**src/fbmc_pkg.sv**
```systemverilog
// Constants and types shared by the mode-control block
package fbmc_pkg;

	// ----------------------------------------
	// Clock and widths
	// ----------------------------------------
	localparam int unsigned CLK_NS = 8;
	localparam int unsigned WDT_W  = 16;
	localparam int unsigned RT_W   = 6;
	localparam int unsigned SC_W   = 14;

	// ----------------------------------------
	// Register indices (byte address = 4 * index)
	// ----------------------------------------
	localparam logic [7:0] IDX_SCFG_LO = 8'h06;
	localparam logic [7:0] IDX_SCFG_HI = 8'h07;
	localparam logic [7:0] IDX_RT_SET  = 8'h08;
	localparam logic [7:0] IDX_RT_CLR  = 8'h09;
	localparam logic [7:0] IDX_STATUS  = 8'h0A;

	// ----------------------------------------
	// Run-time control bits
	// ----------------------------------------
	localparam int unsigned RT_START = 0;
	localparam int unsigned RT_IACK  = 1;
	localparam int unsigned RT_GO    = 2;
	localparam int unsigned RT_LEAVE = 3;
	localparam int unsigned RT_SWAP  = 4;
	localparam int unsigned RT_WDR   = 5;

	// ----------------------------------------
	// Static configuration bits
	// ----------------------------------------
	localparam int unsigned SC_START_DIS = 0;
	localparam int unsigned SC_STOP_DIS  = 1;
	localparam int unsigned SC_TSDR_LO   = 2;
	localparam int unsigned SC_IRQ_POL   = 4;
	localparam int unsigned SC_EARLY     = 5;
	localparam int unsigned SC_SYNC      = 6;
	localparam int unsigned SC_FREEZE    = 7;
	localparam int unsigned SC_PROTO     = 8;
	localparam int unsigned SC_IRQ_TB    = 9;
	localparam int unsigned SC_USER_TB   = 10;
	localparam int unsigned SC_WDT_TST   = 11;
	localparam int unsigned SC_PRM_BUF   = 12;
	localparam int unsigned SC_SPEC_CLR  = 13;

	// ----------------------------------------
	// Reset values
	// ----------------------------------------
	localparam logic [SC_W-1:0] SCFG_RST = 14'h0000;
	localparam logic [RT_W-1:0] RT_RST   = 6'h00;

	// ----------------------------------------
	// Controller state
	// ----------------------------------------
	typedef enum logic [2:0] {
		ST_OFFLINE = 3'h1,
		ST_ONLINE  = 3'h2,
		ST_DRAIN   = 3'h4
	} fbmc_state_t;

endpackage

```
**src/fbmc_wdt_if.sv**
```systemverilog
// Link between the control logic and the user watchdog
`timescale 1ns/100ps
interface fbmc_wdt_if #(parameter int unsigned W = 16);
	logic [W-1:0] preset;
	logic         reload;
	logic         run;
	logic         tick;
	logic [W-1:0] count;
	logic         expired;

	modport ctl (output preset, output reload, output run, output tick,
		input count, input expired);
	modport wdt (input preset, input reload, input run, input tick,
		output count, output expired);
endinterface

```
**src/fbmc_top.sv**
```systemverilog
// Mode-control register block with AHB-Lite register access
// Notes on behaviour
// - Static configuration writes take effect only while offline.
// - Static configuration spans two byte registers with the listed fields.
// - Special clear lets data exchange accept zero-length data telegrams.
// - Special parameter buffer routes parameter data to its own buffer.
// - Run-time bits are set at one address and cleared at another, bit by bit.
// - Start leaves offline, starts the timers and clears go-offline.
// - End of interrupt drops the interrupt output and then clears itself.
// - Go-offline waits for the current request, goes offline, clears itself.
// - Leave-master forces the protocol machine to await parameters, clears itself.
// - Swap-enable decides whether config-accepted swaps the config buffers.
// - Watchdog reload presets the user watchdog, then clears itself.
// - The user watchdog is sixteen bits and runs in protocol mode while online.
`timescale 1ns/100ps
module fbmc_top
	import fbmc_pkg::*;
#(
	parameter int unsigned TB_FAST_NS = 1000000,
	parameter int unsigned TB_SLOW_NS = 10000000
) (
	input  wire logic              clk,
	input  wire logic              sys_rst,
	input  wire logic              hsel,
	input  wire logic [31:0]       haddr,
	input  wire logic [1:0]        htrans,
	input  wire logic              hwrite,
	input  wire logic [2:0]        hsize,
	input  wire logic [31:0]       hwdata,
	input  wire logic              hready,
	output logic                   hreadyout,
	output logic [31:0]            hrdata,
	output logic                   hresp,
	input  wire logic              request_busy,
	input  wire logic              irq_event,
	input  wire logic              cfg_ok_cmd,
	input  wire logic              in_data_exchange,
	input  wire logic [WDT_W-1:0]  user_watchdog_preset,
	output logic                   online,
	output logic                   start_timers,
	output logic                   irq_out,
	output logic                   force_wait_prm,
	output logic                   swap_cfg_buffers,
	output logic                   accept_empty_data,
	output logic                   prm_direct_buffer,
	output logic [SC_W-1:0]        static_config,
	output logic                   user_watchdog_expired
);

	localparam int unsigned TB_FAST_CYC = (TB_FAST_NS / CLK_NS > 0) ? TB_FAST_NS / CLK_NS : 1;
	localparam int unsigned TB_SLOW_CYC = (TB_SLOW_NS / CLK_NS > 0) ? TB_SLOW_NS / CLK_NS : 1;

	// ----------------------------------------
	// Bus slave
	// ----------------------------------------
	logic        dp_valid_q;
	logic        dp_write_q;
	logic [7:0]  dp_idx_q;
	logic        rd_done_q;
	logic [31:0] hrdata_q;
	logic        accept;
	logic        wr_lo;
	logic        wr_hi;
	logic        wr_set;
	logic        wr_clr;
	logic [RT_W-1:0] wmask;

	assign accept = hsel && htrans[1] && hready;
	// Reads take one wait state so they see writes from the cycle before
	assign hreadyout = !(dp_valid_q && !dp_write_q && !rd_done_q);
	assign hresp = 1'b0;
	assign hrdata = hrdata_q;

	always_ff @(posedge clk or posedge sys_rst) begin
		if (sys_rst) begin
			dp_valid_q <= 1'b0;
			dp_write_q <= 1'b0;
			dp_idx_q <= 8'h00;
		end else if (hreadyout) begin
			dp_valid_q <= accept;
			dp_write_q <= hwrite;
			dp_idx_q <= haddr[9:2];
		end
	end

	always_ff @(posedge clk or posedge sys_rst) begin
		if (sys_rst) begin
			rd_done_q <= 1'b0;
		end else begin
			rd_done_q <= dp_valid_q && !dp_write_q && !rd_done_q;
		end
	end

	function automatic logic dp_wr(input logic [7:0] idx, input logic v, input logic w,
		input logic [7:0] want);
		dp_wr = v && w && (idx == want);
	endfunction

	assign wr_lo  = dp_wr(dp_idx_q, dp_valid_q, dp_write_q, IDX_SCFG_LO);
	assign wr_hi  = dp_wr(dp_idx_q, dp_valid_q, dp_write_q, IDX_SCFG_HI);
	assign wr_set = dp_wr(dp_idx_q, dp_valid_q, dp_write_q, IDX_RT_SET);
	assign wr_clr = dp_wr(dp_idx_q, dp_valid_q, dp_write_q, IDX_RT_CLR);
	assign wmask = hwdata[RT_W-1:0];

	// ----------------------------------------
	// Static configuration
	// ----------------------------------------
	fbmc_state_t state_q;
	logic [SC_W-1:0] scfg_q;

	always_ff @(posedge clk or posedge sys_rst) begin
		if (sys_rst) begin
			scfg_q <= SCFG_RST;
		end else if (state_q == ST_OFFLINE) begin
			if (wr_lo) begin
				scfg_q[7:0] <= hwdata[7:0];
			end
			if (wr_hi) begin
				scfg_q[SC_W-1:8] <= hwdata[SC_W-9:0];
			end
		end
	end

	assign static_config = scfg_q;

	// ----------------------------------------
	// Run-time control bits
	// ----------------------------------------
	logic [RT_W-1:0] rt_q;
	logic [RT_W-1:0] rt_d;
	logic [RT_W-1:0] hw_clr;
	logic            start_take;
	logic            drain_done;

	assign start_take = (state_q == ST_OFFLINE) && rt_q[RT_START];
	assign drain_done = (state_q == ST_DRAIN) && !request_busy;

	always_comb begin
		hw_clr = '0;
		hw_clr[RT_IACK] = rt_q[RT_IACK];
		hw_clr[RT_LEAVE] = rt_q[RT_LEAVE];
		hw_clr[RT_WDR] = rt_q[RT_WDR];
		hw_clr[RT_GO] = start_take || drain_done;
		// Start stays set while online so a fresh start needs a fresh write
		hw_clr[RT_START] = drain_done;
	end

	always_comb begin
		rt_d = rt_q & ~hw_clr;
		if (wr_clr) begin
			rt_d = rt_d & ~wmask;
		end
		// A software set in the same cycle as a self-clear is kept
		if (wr_set) begin
			rt_d = rt_d | wmask;
		end
	end

	always_ff @(posedge clk or posedge sys_rst) begin
		if (sys_rst) begin
			rt_q <= RT_RST;
		end else begin
			rt_q <= rt_d;
		end
	end

	// ----------------------------------------
	// Offline and online control
	// ----------------------------------------
	always_ff @(posedge clk or posedge sys_rst) begin
		if (sys_rst) begin
			state_q <= ST_OFFLINE;
		end else begin
			unique case (state_q)
				ST_OFFLINE: begin
					if (start_take) begin
						state_q <= ST_ONLINE;
					end
				end
				ST_ONLINE: begin
					if (rt_q[RT_GO]) begin
						state_q <= ST_DRAIN;
					end
				end
				ST_DRAIN: begin
					if (!request_busy) begin
						state_q <= ST_OFFLINE;
					end
				end
				default: begin
					state_q <= ST_OFFLINE;
				end
			endcase
		end
	end

	always_ff @(posedge clk or posedge sys_rst) begin
		if (sys_rst) begin
			online <= 1'b0;
			start_timers <= 1'b0;
		end else begin
			online <= (state_q != ST_OFFLINE);
			start_timers <= start_take;
		end
	end

	// ----------------------------------------
	// Interrupt output and action pulses
	// ----------------------------------------
	logic irq_pend_q;

	always_ff @(posedge clk or posedge sys_rst) begin
		if (sys_rst) begin
			irq_pend_q <= 1'b0;
		end else if (irq_event) begin
			irq_pend_q <= 1'b1;
		end else if (rt_q[RT_IACK]) begin
			irq_pend_q <= 1'b0;
		end
	end

	always_ff @(posedge clk or posedge sys_rst) begin
		if (sys_rst) begin
			irq_out <= 1'b0;
			force_wait_prm <= 1'b0;
			swap_cfg_buffers <= 1'b0;
			accept_empty_data <= 1'b0;
			prm_direct_buffer <= 1'b0;
		end else begin
			irq_out <= irq_pend_q ~^ scfg_q[SC_IRQ_POL];
			force_wait_prm <= rt_q[RT_LEAVE];
			swap_cfg_buffers <= cfg_ok_cmd && rt_q[RT_SWAP];
			accept_empty_data <= scfg_q[SC_SPEC_CLR] && in_data_exchange;
			prm_direct_buffer <= scfg_q[SC_PRM_BUF];
		end
	end

	// ----------------------------------------
	// User watchdog
	// ----------------------------------------
	fbmc_wdt_if #(.W(WDT_W)) wi ();
	logic [31:0] tb_cnt_q;
	logic [31:0] tb_lim;

	assign tb_lim = scfg_q[SC_USER_TB] ? TB_SLOW_CYC - 1 : TB_FAST_CYC - 1;

	always_ff @(posedge clk or posedge sys_rst) begin
		if (sys_rst) begin
			tb_cnt_q <= '0;
		end else if (tb_cnt_q >= tb_lim) begin
			tb_cnt_q <= '0;
		end else begin
			tb_cnt_q <= tb_cnt_q + 32'h00000001;
		end
	end

	assign wi.tick = (tb_cnt_q >= tb_lim);
	assign wi.preset = user_watchdog_preset;
	assign wi.reload = rt_q[RT_WDR];
	assign wi.run = scfg_q[SC_PROTO] && (state_q != ST_OFFLINE);
	assign user_watchdog_expired = wi.expired;

	fbmc_user_wdt #(.W(WDT_W)) u_wdt (
		.clk     (clk),
		.sys_rst (sys_rst),
		.wi      (wi.wdt)
	);

	// ----------------------------------------
	// Read data
	// ----------------------------------------
	always_ff @(posedge clk or posedge sys_rst) begin
		if (sys_rst) begin
			hrdata_q <= 32'h00000000;
		end else if (dp_valid_q && !dp_write_q && !rd_done_q) begin
			unique case (dp_idx_q)
				IDX_SCFG_LO: hrdata_q <= {24'h000000, scfg_q[7:0]};
				IDX_SCFG_HI: hrdata_q <= {26'h0000000, scfg_q[SC_W-1:8]};
				IDX_STATUS: hrdata_q <= {wi.count, 2'h0, rt_q, 5'h00,
					wi.expired, irq_pend_q, (state_q != ST_OFFLINE)};
				default: hrdata_q <= 32'h00000000;
			endcase
		end
	end

	// ----------------------------------------
	// Checks
	// ----------------------------------------
	scfg_lock_a: assert property (
		@(posedge clk) disable iff (sys_rst)
		state_q != ST_OFFLINE |=> $stable(scfg_q))
		else $error("static config changed while online");

	start_online_a: assert property (
		@(posedge clk) disable iff (sys_rst)
		start_take |=> state_q == ST_ONLINE ##1 online)
		else $error("start did not bring controller online");

	start_go_a: assert property (
		@(posedge clk) disable iff (sys_rst)
		start_take && !(wr_set && wmask[RT_GO]) |=> !rt_q[RT_GO])
		else $error("start left go-offline set");

	iack_clear_a: assert property (
		@(posedge clk) disable iff (sys_rst)
		rt_q[RT_IACK] && !irq_event && !(wr_set && wmask[RT_IACK])
		|=> !rt_q[RT_IACK] && !irq_pend_q)
		else $error("end of interrupt not completed");

	drain_wait_a: assert property (
		@(posedge clk) disable iff (sys_rst)
		state_q == ST_DRAIN && request_busy |=> state_q == ST_DRAIN)
		else $error("went offline during a request");

	leave_pulse_a: assert property (
		@(posedge clk) disable iff (sys_rst)
		rt_q[RT_LEAVE] |=> force_wait_prm)
		else $error("leave-master not forwarded");

	swap_gate_a: assert property (
		@(posedge clk) disable iff (sys_rst)
		cfg_ok_cmd |=> swap_cfg_buffers == $past(rt_q[RT_SWAP]))
		else $error("buffer swap not gated by enable");

	set_clr_a: assert property (
		@(posedge clk) disable iff (sys_rst)
		wr_set && wmask[RT_SWAP] |=> rt_q[RT_SWAP] ##1 rt_q[RT_SWAP] || $past(wr_clr))
		else $error("swap-enable set lost");

	zero_keep_a: assert property (
		@(posedge clk) disable iff (sys_rst)
		(wr_set || wr_clr) && !wmask[RT_SWAP] |=> $stable(rt_q[RT_SWAP]))
		else $error("zero bit changed run-time control");

	go_offline_c: cover property (
		@(posedge clk) disable iff (sys_rst)
		state_q == ST_ONLINE ##1 state_q == ST_DRAIN [*2] ##1 state_q == ST_OFFLINE);

	start_c: cover property (
		@(posedge clk) disable iff (sys_rst) start_take);

	swap_c: cover property (
		@(posedge clk) disable iff (sys_rst) swap_cfg_buffers);

endmodule

```
**src/fbmc_user_wdt.sv**
```systemverilog
// User watchdog down-counter
`timescale 1ns/100ps
module fbmc_user_wdt
	import fbmc_pkg::*;
#(
	parameter int unsigned W = WDT_W
) (
	input  wire logic clk,
	input  wire logic sys_rst,
	fbmc_wdt_if.wdt   wi
);

	logic [W-1:0] count_q;

	// ----------------------------------------
	// Counter
	// ----------------------------------------
	// reload from preset
	always_ff @(posedge clk or posedge sys_rst) begin
		if (sys_rst) begin
			count_q <= '0;
		end else if (wi.reload) begin
			count_q <= wi.preset;
		end else if (wi.run && wi.tick && count_q != '0) begin
			count_q <= count_q - 1'b1;
		end
	end

	assign wi.count = count_q;
	assign wi.expired = wi.run && (count_q == '0);

	// ----------------------------------------
	// Checks
	// ----------------------------------------
	wdt_reload_a: assert property (
		@(posedge clk) disable iff (sys_rst)
		wi.reload |=> count_q == $past(wi.preset))
		else $error("watchdog not reloaded from preset");

	wdt_hold_a: assert property (
		@(posedge clk) disable iff (sys_rst)
		!wi.reload && !wi.run |=> $stable(count_q))
		else $error("watchdog moved while stopped");

	wdt_expire_c: cover property (
		@(posedge clk) disable iff (sys_rst) wi.expired);

endmodule

```
**config.mk**
```make
export PLATFORM = sky130hd
export DESIGN_NAME = fbmc_top
export DESIGN_NICKNAME = d
export VERILOG_FILES = /design/src/fbmc_pkg.sv /design/src/fbmc_wdt_if.sv /design/src/fbmc_top.sv /design/src/fbmc_user_wdt.sv
export SDC_FILE = /design/constraint.sdc
export NUM_CORES = 1
export LEC_CHECK = 0
export BUFFER_PORTS_ARGS = -buffer_cell sky130_fd_sc_hd__buf_4
export CAP_MARGIN = 15
export CORE_ASPECT_RATIO = 0.75
export CORE_MARGIN = 4
export CORE_UTILIZATION = 35
export DETAILED_ROUTE_END_ITERATION = 16
export GPL_TIMING_DRIVEN = 0
export SYNTH_ARGS = -nofsm -noshare
export SYNTH_HDL_FRONTEND = slang
export SYNTH_SLANG_ARGS = --single-unit
```
**constraint.sdc**
```tcl
create_clock -name clk -period 5.55 [get_ports clk]
set_input_delay 1.11 -clock clk [delete_from_list [all_inputs] [get_ports clk]]
set_output_delay 1.11 -clock clk [all_outputs]
set_load 0.01 [all_outputs]
```
==> results.json <==
{
  "layout_setup_ws_ps": 2180,
  "slowest_stage": "dfrtp_1",
  "pwr-share-comb_pct": 5.4,
  "coreArea_um2": 15300,
  "synth.cell_area_um2": 5520,
  "synth_seq_area_share_pct": 54.4,
  "firstDrtPassIters": 5,
  "switchingPower_uw": 493,
  "cp_top_family": "buffers and inverters",
  "swShare_pct": 21.9,
  "slew_viol_final": 0,
  "start_util_pct": 36.0,
  "postCtsSetupBuffers": 0,
  "dieWidth_um": 153,
  "drtIter0Drc": 301,
  "diodes": 0,
  "ys_warn_count": 0,
  "finalSetupViolCount": 0,
  "peakVddDrop_uv": 200,
  "worstPathArrival_ps": 3700,
  "finalCoreUtilization_pct": 47.1,
  "ant_nets": 0,
  "gp_congestion": 0.896,
  "synthArstFlopShare_pct": 100,
  "yosys_most_used_dff": "dfrtp_1",
  "synth_edf_count": 0,
  "antenna_found_initial": 0,
  "crit_buf_inv": 3,
  "p_leak_uw": 0.00342,
  "hold_viol": 0,
  "skew_ps": 8.02,
  "worstMarginPinSlew_ps": 1080,
  "drc": 0,
  "fp.dieH_um": 117,
  "path_cells": "inv_1, ha_1, a2111oi_0, nor3_1, o21ai_1, nand3_1, clkbuf_1, clkbuf_1, nor2_1",
  "dp_cells": 876,
  "vias": 4619,
  "cts_buffers": 17,
  "max_slew_margin_pct": 27.3,
  "fmax_mhz": 297,
  "grt_setup_unrepaired": "false",
  "cts_num_sinks": 120,
  "rows": 39,
  "grt_pass1_wl_um": 23500,
  "via_per_inst": 5.09,
  "final_cells": 908,
  "status": "completed",
  "synth_top_area_cell": "dfrtp_1",
  "syn2layout_area_growth_pct": 30.9,
  "period_needed_ps": 3370,
  "clkPwrFrac_pct": 53.9,
  "cts_max_level": 4,
  "cts-hold-fix-buffers": 0,
  "grt_max_degree": 102,
  "path_class": "flop to flop",
  "port-buffer-count": 94,
  "synth_area_leaders": "dfrtp_1 (54%), nand2_1 (7.7%), nand3_1 (4.3%), nor2_1 (3.2%), ha_1 (2.7%)",
  "path_clk_slew_ps": 60,
  "wirelength_um": 14200,
  "drive_above_1_share_pct": 22.2,
  "r2r_slack_ps": 2180,
  "clk_latency_ps": 410,
  "cap_viol_max_count": 0,
  "ys_ff_latch": 120,
  "critPathLaunchType": "flop",
  "grt_pass1_vias": 4543,
  "hpwl_um": 10500,
  "p_int_uw": 1760,
  "overflow": 0,
  "pre_cts_slack_ps": 2310,
  "grt_use_total_pct": 16.6,
  "max_stage_delay_ps": 510,
  "die-area_um2": 17900,
  "netlist.area_leader.share_pct": 54.0,
  "hold_path_class": "flop to flop",
  "nets": 796,
  "cts_tree": "done",
  "crit_top_cell": "clkbuf_1",
  "yosys.cell_types.count": 58,
  "worst-path-max-fanout": 10,
  "cp.required_ps": 5880,
  "clock_path_buffers": 2,
  "syn_inst": 564,
  "finalCritPeriodShare_pct": 60.6,
  "p_per_area_nw_per_um2": 312,
  "ctsResizeCount": 0,
  "endpoint_kind": "flop",
  "wl_per_cell_um": 15.7,
  "holdWs_ps": 404,
  "p_seq_share_pct": 40.7,
  "clockRootBuffer": "clkbuf_16",
  "io_pins": 150,
  "synth.avg_cell_area_um2": 9.78
}
[final cells by class]
type	instances	area (um^2)
inverters	15	61.3
fillers	1466	8100
multi-input cells	416	2390
flip-flops and latches	120	3000
clock inverters	14	224
well taps	205	256
plain buffers	25	115
clock buffers	18	439
repair buffers	95	733
[stage by stage]
stage               power, uW  setup TNS, ps  cell area [um^2]
floorplan                 992              0              5560
finish                   2250              0              7220
detailed placement       1060              0              6560
global placement         1050         -10710              6530
CTS                      2280              0              7220
global route             2340              0              7220
[routing by layer]
layer	wire length [um]	part of all wire [%]	vias to the layer above	global-route usage [%]
met5	0	0	-	0
met4	161	1.1	0	5.82
met3	928	6.5	16	5.19
met2	6500	46	156	25.5
met1	6630	47	2229	22.4
li1	-	-	2218	-
[logic make-up after synthesis]
group                    Yosys count  share of synthesized area [%]
flip-flops                       120                           54.4
XOR/XNOR                          20                           3.17
adder cells (fa/ha/maj)           12                           2.72
AO/OA/AOI/OAI                     58                           6.80
AND/OR/NAND/NOR                  294                           25.9
multiplexers                      19                           3.74
buffers and inverters             40                           3.11
other                              1                         0.0680
[cells in the final DEF, fill, tap and decap left out, drive strengths merged, types with 3 or more instances in the layout]
cell / n
and4: 3
or4: 7
nor2: 47
nand2: 115
nand2b: 3
bufinv: 5
a21oi: 11
o21ai: 17
inv: 14
and2: 10
clkbuf: 34
a31oi: 9
conb: 13
nand3b: 3
dfrtp: 119
clkinvlp: 4
clkinv: 6
or3: 6
nand4: 12
and3: 4
buf: 104
nor4: 12
a211o: 6
xnor2: 12
nor3: 14
xor2: 8
ha: 12
nor4b: 3
a22o: 3
nand3: 47
o31ai: 3
mux2i: 6
mux2: 13
[cells in the mapped netlist, drive strengths merged, types with 2 or more instances]
cell / instances
dfrtp: 119
nand2: 115
nand3: 47
nor2: 47
o21ai: 17
clkbuf: 16
inv: 14
nor3: 14
mux2: 13
ha: 12
nand4: 12
nor4: 12
xnor2: 12
a21oi: 11
and2: 10
a31oi: 9
buf: 9
xor2: 8
or4: 7
a211o: 6
mux2i: 6
or3: 6
and3: 4
a22o: 3
and4: 3
nand2b: 3
nand3b: 3
nor4b: 3
o31ai: 3
nor2b: 2
[sequential cells by signal, summed over array words and instances, names as in the netlist, named ones only]
name / flops
prm_direct_buffer: 1
u_wdt.wi.count: 16
irq_pend_q: 1
dp_valid_q: 1
state_q: 3
hrdata: 30
accept_empty_data: 1
rd_done_q: 1
start_timers: 1
irq_out: 1
rt_q: 5
online: 1
swap_cfg_buffers: 1
tb_cnt_q: 32
force_wait_prm: 1
static_config: 14
dp_write_q: 1
dp_idx_q: 8
[final timing paths]
kind	startpoint	endpoint	cells past startpoint
max in group asynchronous	sys_rst	state_q[0]$_DFFE_PP1P_	3
min	rt_q[3]$_DFF_PP0_	force_wait_prm$_DFF_PP0_	0
max	static_config[10]$_DFFE_PP0P_	tb_cnt_q[19]$_DFF_PP0_	9
min in group asynchronous	sys_rst	tb_cnt_q[12]$_DFF_PP0_	2
max reg2reg	static_config[10]$_DFFE_PP0P_	tb_cnt_q[19]$_DFF_PP0_	9
min reg2reg	rt_q[3]$_DFF_PP0_	force_wait_prm$_DFF_PP0_	0
[power groups by stage]
stage | logic (uW) | clock network, uW | registers [uW]
2_1_floorplan | 61.7 | 0 | 930
3_3_place_gp | 118 | 0 | 931
3_5_place_dp | 123 | 0 | 932
4_1_cts | 123 | 1240 | 917
5_1_grt | 136 | 1280 | 920
6_report | 121 | 1220 | 917
Note: power is estimated with default switching activity, not from simulation.
